[src/design/cit_consts.svh]
`ifndef CIT_CONSTS_SVH
`define CIT_CONSTS_SVH
// Interrupt numbers double as latch and mask bit positions
`define CIT_IRQ_HIGH_NUM   5'd11
`define CIT_IRQ_LOW_NUM    5'd22
`define CIT_IRQ_WIDTH      32
`define CIT_CNT_WIDTH      32
// Enable latency in core cycles: start after two, stop after one
`define CIT_START_LAT      2
`define CIT_STOP_LAT       1
// Expiry output pulse length in core cycles
`define CIT_EXP_CYCLES     4'h4
`define CIT_EXP_WIDTH      4
`endif

[src/design/cit_pkg.sv]
package cit_pkg;
  typedef enum logic [1:0] {
    CIT_ST_IDLE,
    CIT_ST_ARM,
    CIT_ST_RUN
  } cit_state_t;
endpackage

[src/design/cit_irq_latch.sv]
`timescale 1ns/1ps
`include "cit_consts.svh"
// Latches both expiry interrupts and picks the highest-priority pending one
module cit_irq_latch (
  // Clock and reset
  input  wire logic                       sys_clk,
  input  wire logic                       srst,
  // Expiry event
  input  wire logic                       expiry_evt,
  // Software mask and acknowledge
  input  wire logic [`CIT_IRQ_WIDTH-1:0]  irq_mask_reg,
  input  wire logic [`CIT_IRQ_WIDTH-1:0]  irq_ack,
  // Latch state and service request
  output logic      [`CIT_IRQ_WIDTH-1:0]  irq_latch_reg,
  output logic                            irq_req,
  output logic      [4:0]                 irq_num
);
  typedef struct packed {
    logic [`CIT_IRQ_WIDTH-1:0] latch;
    logic                      req;
    logic [4:0]                num;
  } cit_latch_st_t;

  cit_latch_st_t st_r;
  cit_latch_st_t st_nxt;
  logic [`CIT_IRQ_WIDTH-1:0] pend;

  function automatic logic [4:0] lowest_set(input logic [`CIT_IRQ_WIDTH-1:0] v);
    logic [4:0] idx;
    idx = 5'h1F;
    for (int i = `CIT_IRQ_WIDTH - 1; i >= 0; i--) begin
      if (v[i]) begin
        idx = 5'(i);
      end
    end
    return idx;
  endfunction

  always_comb begin
    st_nxt = st_r;
    st_nxt.latch = st_r.latch & ~irq_ack;
    if (expiry_evt) begin
      st_nxt.latch[`CIT_IRQ_HIGH_NUM] = 1'b1;
      st_nxt.latch[`CIT_IRQ_LOW_NUM]  = 1'b1;
    end
    pend = st_nxt.latch & irq_mask_reg;
    st_nxt.req = |pend;
    st_nxt.num = lowest_set(pend);
  end

  always_ff @(posedge sys_clk) begin
    if (srst) begin
      st_r <= '0;
    end else begin
      st_r <= st_nxt;
    end
  end

  assign irq_latch_reg = st_r.latch;
  assign irq_req       = st_r.req;
  assign irq_num       = st_r.num;
endmodule // cit_irq_latch

[src/design/cit_core_timer.sv]
`timescale 1ns/1ps
`include "cit_consts.svh"
// Function
// - Timer runs while count_run_enable is 1, stopped while 0.
// - While enabled, countdown_value decrements by one each core cycle.
// - Cycle after countdown reaches zero, reload from reload_interval.
// - Expiries spaced reload_interval plus one cycles; interval up to 2^32-1.
// - On zero while enabled, raise interrupt and pulse expiry_output several cycles.
// - Software reads and writes both timer registers.
// - Reading timer registers never disturbs counting or interrupts.
// - Software register write beats reload and decrement.
// - Counting starts two cycles after enable set, stops one after clear.
// - Each expiry latches high interrupt 11 and low interrupt 22.
// - With both unmasked, high one is serviced first.
// - Timer halts while core executes in emulation space.
// - Latch and mask bits sit at their interrupt numbers.
module cit_core_timer #(
  parameter int CNT_W = `CIT_CNT_WIDTH
) (
  // Clock and reset
  input  wire logic                       sys_clk,
  input  wire logic                       srst,
  // Universal register transfers
  input  wire logic                       count_wr,
  input  wire logic                       reload_wr,
  input  wire logic [CNT_W-1:0]           ureg_wdata,
  // Mode word bit and core state
  input  wire logic                       count_run_enable,
  input  wire logic                       emu_space,
  // Interrupt mask and acknowledge from the sequencer
  input  wire logic [`CIT_IRQ_WIDTH-1:0]  irq_mask_reg,
  input  wire logic [`CIT_IRQ_WIDTH-1:0]  irq_ack,
  // Register read-back
  output logic      [CNT_W-1:0]           countdown_value,
  output logic      [CNT_W-1:0]           reload_interval,
  // Expiry and interrupt outputs
  output logic                            expiry_output,
  output logic                            expiry_irq_high,
  output logic                            expiry_irq_low,
  output logic      [`CIT_IRQ_WIDTH-1:0]  irq_latch_reg,
  output logic                            irq_req,
  output logic      [4:0]                 irq_num
);
  typedef struct packed {
    logic [CNT_W-1:0]            cnt;
    logic [CNT_W-1:0]            per;
    logic                        run;
    logic                        reload;
    logic [`CIT_EXP_WIDTH-1:0]   exp_cnt;
    logic                        expo;
    logic                        evt;
    cit_pkg::cit_state_t         state;
  } cit_st_t;

  cit_st_t st_r;
  cit_st_t st_nxt;

  always_comb begin
    st_nxt     = st_r;
    st_nxt.evt = 1'b0;
    case (st_r.state)
      cit_pkg::CIT_ST_IDLE: begin
        if (count_run_enable) begin
          st_nxt.state = cit_pkg::CIT_ST_ARM;
        end
      end
      cit_pkg::CIT_ST_ARM: begin
        if (!count_run_enable) begin
          st_nxt.state = cit_pkg::CIT_ST_IDLE;
        end else begin
          st_nxt.state = cit_pkg::CIT_ST_RUN;
        end
      end
      cit_pkg::CIT_ST_RUN: begin
        if (!count_run_enable) begin
          st_nxt.state = cit_pkg::CIT_ST_IDLE;
        end
      end
      default: st_nxt.state = cit_pkg::CIT_ST_IDLE;
    endcase
    st_nxt.run = (st_nxt.state == cit_pkg::CIT_ST_RUN);
    if (st_r.run && !emu_space) begin
      if (st_r.reload) begin
        st_nxt.cnt    = st_r.per;
        st_nxt.reload = 1'b0;
      end else if (st_r.cnt != '0) begin
        st_nxt.cnt = st_r.cnt - 1'b1;
        if (st_r.cnt == CNT_W'(1)) begin
          st_nxt.reload = 1'b1;
          st_nxt.evt    = 1'b1;
        end
      end else begin
        st_nxt.reload = 1'b1;
        st_nxt.evt    = 1'b1;
      end
    end
    if (count_wr) begin
      st_nxt.cnt    = ureg_wdata;
      st_nxt.reload = 1'b0;
    end
    if (reload_wr) begin
      st_nxt.per = ureg_wdata;
    end
    if (st_nxt.evt) begin
      st_nxt.exp_cnt = `CIT_EXP_CYCLES;
    end else if (st_r.exp_cnt != '0) begin
      st_nxt.exp_cnt = st_r.exp_cnt - 1'b1;
    end
    st_nxt.expo = (st_nxt.exp_cnt != '0);
  end

  always_ff @(posedge sys_clk) begin
    st_r.cnt <= st_nxt.cnt;
    st_r.per <= st_nxt.per;
    if (srst) begin
      st_r.run     <= 1'b0;
      st_r.reload  <= 1'b0;
      st_r.exp_cnt <= '0;
      st_r.expo    <= 1'b0;
      st_r.evt     <= 1'b0;
      st_r.state   <= cit_pkg::CIT_ST_IDLE;
    end else begin
      st_r.run     <= st_nxt.run;
      st_r.reload  <= st_nxt.reload;
      st_r.exp_cnt <= st_nxt.exp_cnt;
      st_r.expo    <= st_nxt.expo;
      st_r.evt     <= st_nxt.evt;
      st_r.state   <= st_nxt.state;
    end
  end

  assign countdown_value = st_r.cnt;
  assign reload_interval = st_r.per;
  assign expiry_output   = st_r.expo;
  assign expiry_irq_high = st_r.evt;
  assign expiry_irq_low  = st_r.evt;

  cit_irq_latch u_latch (
    .sys_clk       (sys_clk),
    .srst          (srst),
    .expiry_evt    (st_r.evt),
    .irq_mask_reg  (irq_mask_reg),
    .irq_ack       (irq_ack),
    .irq_latch_reg (irq_latch_reg),
    .irq_req       (irq_req),
    .irq_num       (irq_num)
  );
endmodule // cit_core_timer

[config.mk]
export PLATFORM = sky130hd
export DESIGN_NAME = cit_core_timer
export DESIGN_NICKNAME = d
export VERILOG_FILES = /design/src/design/cit_pkg.sv /design/src/design/cit_irq_latch.sv /design/src/design/cit_core_timer.sv
export VERILOG_INCLUDE_DIRS = /design/src /design/src/design
export SDC_FILE = /design/constraint.sdc
export NUM_CORES = 1
export LEC_CHECK = 0
export BUFFER_PORTS_ARGS = -buffer_cell sky130_fd_sc_hd__buf_2
export CORE_MARGIN = 2
export CORE_UTILIZATION = 35
export DETAILED_ROUTE_END_ITERATION = 10
export GPL_ROUTABILITY_DRIVEN = 0
export REMOVE_ABC_BUFFERS = 1
export SLEW_MARGIN = 15
export SYNTH_ARGS = -nofsm -noshare
export SYNTH_HDL_FRONTEND = slang
export SYNTH_HIERARCHICAL = 1
export SYNTH_SLANG_ARGS = --single-unit
export TNS_END_PERCENT = 1
[constraint.sdc]
create_clock -name sys_clk -period 7.61 [get_ports sys_clk]
set_clock_uncertainty 0.05 [all_clocks]
set_input_delay 2.283 -clock sys_clk [delete_from_list [all_inputs] [get_ports sys_clk]]
set_output_delay 2.283 -clock sys_clk [all_outputs]
set_load 0.05 [all_outputs]
After elaboration in Yosys (flattened, before gate mapping)
Cells that the tools add are included.
- magnitude comparators: 0
- muxes and demuxes: 46
- div/mod/pow operators: 0
- eq/ne operators: 4
- shift operators: 0
- reduce and logical (&&, ||, !) cells: 16
- add/sub/neg operators: 2
- multipliers: 0
- bitwise gates (word level): 3
- operator list (kind ; number):
    two-way mux 32 bit ; 4
    two-way mux 4 bit ; 18
    AND 32 bit ; 2
    == test 32 x 1 -> 1 bit, second input constant ; 1
    NOT 32 bit ; 1
    nonzero test 32 bit ; 1
    OR reduction 32 bit ; 1
    subtractor 32 x 1 -> 32 bit, second input constant ; 1
    two-way mux 3 bit ; 8
    OR reduction 17 bit ; 1
    two-way mux 2 bit ; 7
    OR reduction 9 bit ; 1
    two-way mux 1 bit ; 8
    nonzero test 4 bit ; 2
    case mux 2 bit (3 select lines) ; 1
    OR reduction 5 bit ; 1
    == test 2 bit, second input constant ; 2
    OR reduction 2 bit ; 2
    subtractor 4 x 1 -> 4 bit, second input constant ; 1
    nonzero test 3 bit ; 1
    OR reduction 3 bit ; 1
    == test 2 x 1 -> 1 bit, second input constant ; 1
    zero test 2 bit ; 1
    AND reduction 2 bit ; 1
    other kinds (3) ; 3
- bits in latches: 0
- memory bits (read-only): 0
- input bits: 102
- RAM bits: 0
- output and inout port bits: 105
- register bits: 112
- memories kept: 0

Longest topological paths before layout
- depth in word-level cells: 34
- mapped depth: 8
- depth with buffers taken out: 7

Modules after synthesis
The synthesis kept the hierarchy.
- modules (own cells, without submodules) (module ; area an instance (um^2) ; seq. area each (um^2) ; times used ; cells an instance):
    cit_core_timer ; 4072.7 ; 2122.0 ; 1 ; 373
    cit_irq_latch ; 1686.6 ; 760.7 ; 1 ; 178

Least setup slack after synthesis
No wires, ideal clock.
- path type: in2reg
- from: input port count_wr
- to: register st_r (netlist bit countdown_value[0]) (enable)
- stages on the path: 4
- setup time: 389 ps
- path slack: 3569 ps
- arrival time: 3601 ps
- cell sequence: clkbuf_1 > inv_1 > clkbuf_1 > nand2_1
- longest elaborated chain between the ends: 2
- ends and longest elaborated chain (item ; line ; text):
    from (decl) ; cit_core_timer.sv:24 ; input wire logic count_wr,
    nonzero test 3 bit (no line) or nonzero test 2 bit (tied branches) ; -- ;
    AND reduction 2 bit (no line) (*) ; -- ;
    to (decl) ; cit_core_timer.sv:55 ; cit_st_t st_r;
Every way passes the cells marked *; elsewhere a longest branch is shown, timed or not.
A chain may end at the register's enable or synchronous reset.

Worst setup path after layout
- from: input port count_wr
- to: register st_r (netlist bit countdown_value[26]) (enable)
The elaborated chain is that of the path after synthesis.

==> impl_metrics.ini <==
[drt]
drc = 0
wl_per_cell_um = 16.8
ant_nets = 0
wl_um = 15300
dr.pass1.iters = 6
vias = 4667
drt_iter0_drc = 272
vias_per_cell = 5.13

[clock_network]
postCtsHoldBufs = 0
cts_setup_buffers = 0
cts_resized = 0
cts_num_sinks = 112
clock_latency_ns = 0.36
clockBufferDepth = 2
cts_tree = built
path_clk_slew_ns = 0.07
cts_buffers = 9
clock-root-buffer = clkbuf_16
cts_max_level = 3

[timing]
holdWs_ns = 0.392
period_share = 0.554
rsz0062_at_grt = false
hold_violations = 0
finalCriticalPeriod_ns = 4.21
final_max_slew_viol_count = 0
finalSetupTns_ns = 0
tightest_slew_ns = 1.01
relSlewSlack = 0.326
max_freq_ghz = 0.237
setup_viol = 0

[floorplan]
die_area_mm2 = 0.0175
die_h_um = 132
start_util = 0.360
core_area_mm2 = 0.0160
die_w_um = 132
rows = 46
pin_count = 207

[yosys]
synth.most_common_cell = buf_4
synth_edf_count = 64
yosysTopAreaCellShare = 0.334
ys_seq_area_frac = 0.501
yosys.area.top_type = edfxtp_1
async_reset_ff_frac = 0
synth_cells = 551
synth_top_family_by_area = simple AND/OR/NAND/NOR gates
ys_seq_elements = 112
ys_types = 58
netlist_top_cells_count = buf_4, edfxtp_1, dfxtp_1
synth.mux.area_fraction = 0.0130
yosys.area_share.xor_xnor = 0.0395
synth_area_per_cell_um2 = 10.5
yosys_warnings = 6
synthTopCellsByArea = edfxtp_1, dfxtp_1, buf_4
synthAdderAreaFrac = 0.00652
synth_compound_area_frac = 0.106
ys.flop_type = edfxtp_1
syn-cell-area_mm2 = 0.00576
synth-simple-area-share = 0.233

[pwr]
ir_drop_v = 0.000113
p_int_w = 0.00103
clockPowerShare = 0.317
p_seq_frac = 0.485
p_leak_nw = 2.85
switchingPower_w = 0.000461
netSwitchingFraction = 0.309
p_total_w = 0.00149
power_density_mw_per_mm2 = 219
combPwrFrac = 0.198

[setup_path]
worst-setup-path-type = input pin to flop
cp_slowest_cell = buf_2
critPathLaunchType = input pin
r2r_start = countdown_value[10]
cp_num_buf_inv = 3
slowest_delay_ns = 0.56
end_kind = flop
required_ns = 7.58
critPathTopFamily = buffers and inverters
crit_chain = buf_2 -> inv_1 -> nand2_1 -> buf_4
cp-startpoint = count_wr
critPathMaxFanout = 38
cp.arrival_ns = 4.19

[run]
drv_cap = 0

[cells_and_area]
multiInputGateArea_mm2 = 0.00229
drive_gt1_frac = 0.354
fin_nets = 793
fin_cells = 910
fillCellCount = 1579
area_delta_synth_final_pct = 18.4
final-seq-area_mm2 = 0.00288

[worst_hold_path]
hp-class = flop to flop
hp-start = st_r[1]

[outcome]
status = complete, no violations

[place]
placed_cells = 893
port-buffer-count = 206
dp_hpwl_um = 11800

[global_routing]
grt_max_degree = 43
grt_overflow = 0
grt_pass1_wl_um = 24500
first_global_vias = 4774
antenna_found_initial = 1
track_usage = 0.175
[per-stage QoR]
stage / utilization / area, µm² / setup WS [ns]
6_report: 0.426 / 6820 / 3.40
5_1_grt: 0.426 / 6820 / 3.26
4_1_cts: 0.426 / 6820 / 3.43
3_5_place_dp: 0.408 / 6520 / 3.06
3_3_place_gp: 0.408 / 6520 / 3.15
2_1_floorplan: - / 5210 / 3.89
[kinds of logic after synthesis]
kind of cell / Yosys count
simple gates: 214
fa+ha+maj: 3
flops: 112
mux: 7
compound gates: 98
xor+xnor: 26
buf+inv: 91
[power groups by stage]
stage	Combinational (W)	Sequential [W]	Clock [W]
final	0.000296	0.000725	0.000473
after global routing	0.000316	0.000732	0.000514
after CTS	0.000296	0.000725	0.000490
after detailed placement	0.000295	0.000739	0
after global placement	0.000285	0.000737	0
after floorplan	0.0000899	0.000840	0
[path summary, 6_finish.rpt]
check | end | depth (start not counted) | slack, ns
max | countdown_value[26] | 4 | 3.40
min reg2reg | st_r[0] | 1 | 0.39
min | st_r[0] | 1 | 0.39
max reg2reg | countdown_value[26] | 6 | 4.73
[routing by layer]
layer	vias up	GRT usage	wire length (µm)
met1	2213	0.200	6160
met5	-	0	0
met2	200	0.313	7700
li1	2243	-	-
met4	0	0.0370	150
met3	11	0.0631	1320
[worst register-to-register path: cells and delay by family, from the launching register on]
kind / cells / cell delay, ns
simple gates: 4 / 1.56
buf+inv: 1 / 0.36
compound gates: 1 / 0.14
flops: 1 / 0.48
[cells in the final DEF, fill, tap and decap left out, types with 19 or more instances in the layout]
master	Yosys	final
a21oi_1	23	23
buf_2	0	206
o21ai_0	25	25
nand2_1	34	34
edfxtp_1	64	64
nor3b_1	31	31
nor3_1	19	19
nor2_1	27	27
nand3b_1	27	27
dfxtp_1	48	48
[area by class of cell]
| type | instances | area share |
|---|---|---|
| flip-flops and latches | 112 | 0.423 |
| multi-input cells | 348 | 0.336 |
| repair buffers | 208 | 0.153 |
| well taps | 216 | 0.0396 |
| clock buffers | 10 | 0.0336 |
| clock inverters | 6 | 0.00972 |
| inverters | 9 | 0.00495 |
| diodes | 1 | 0.000367 |
(Power assumes the default switching activity.)
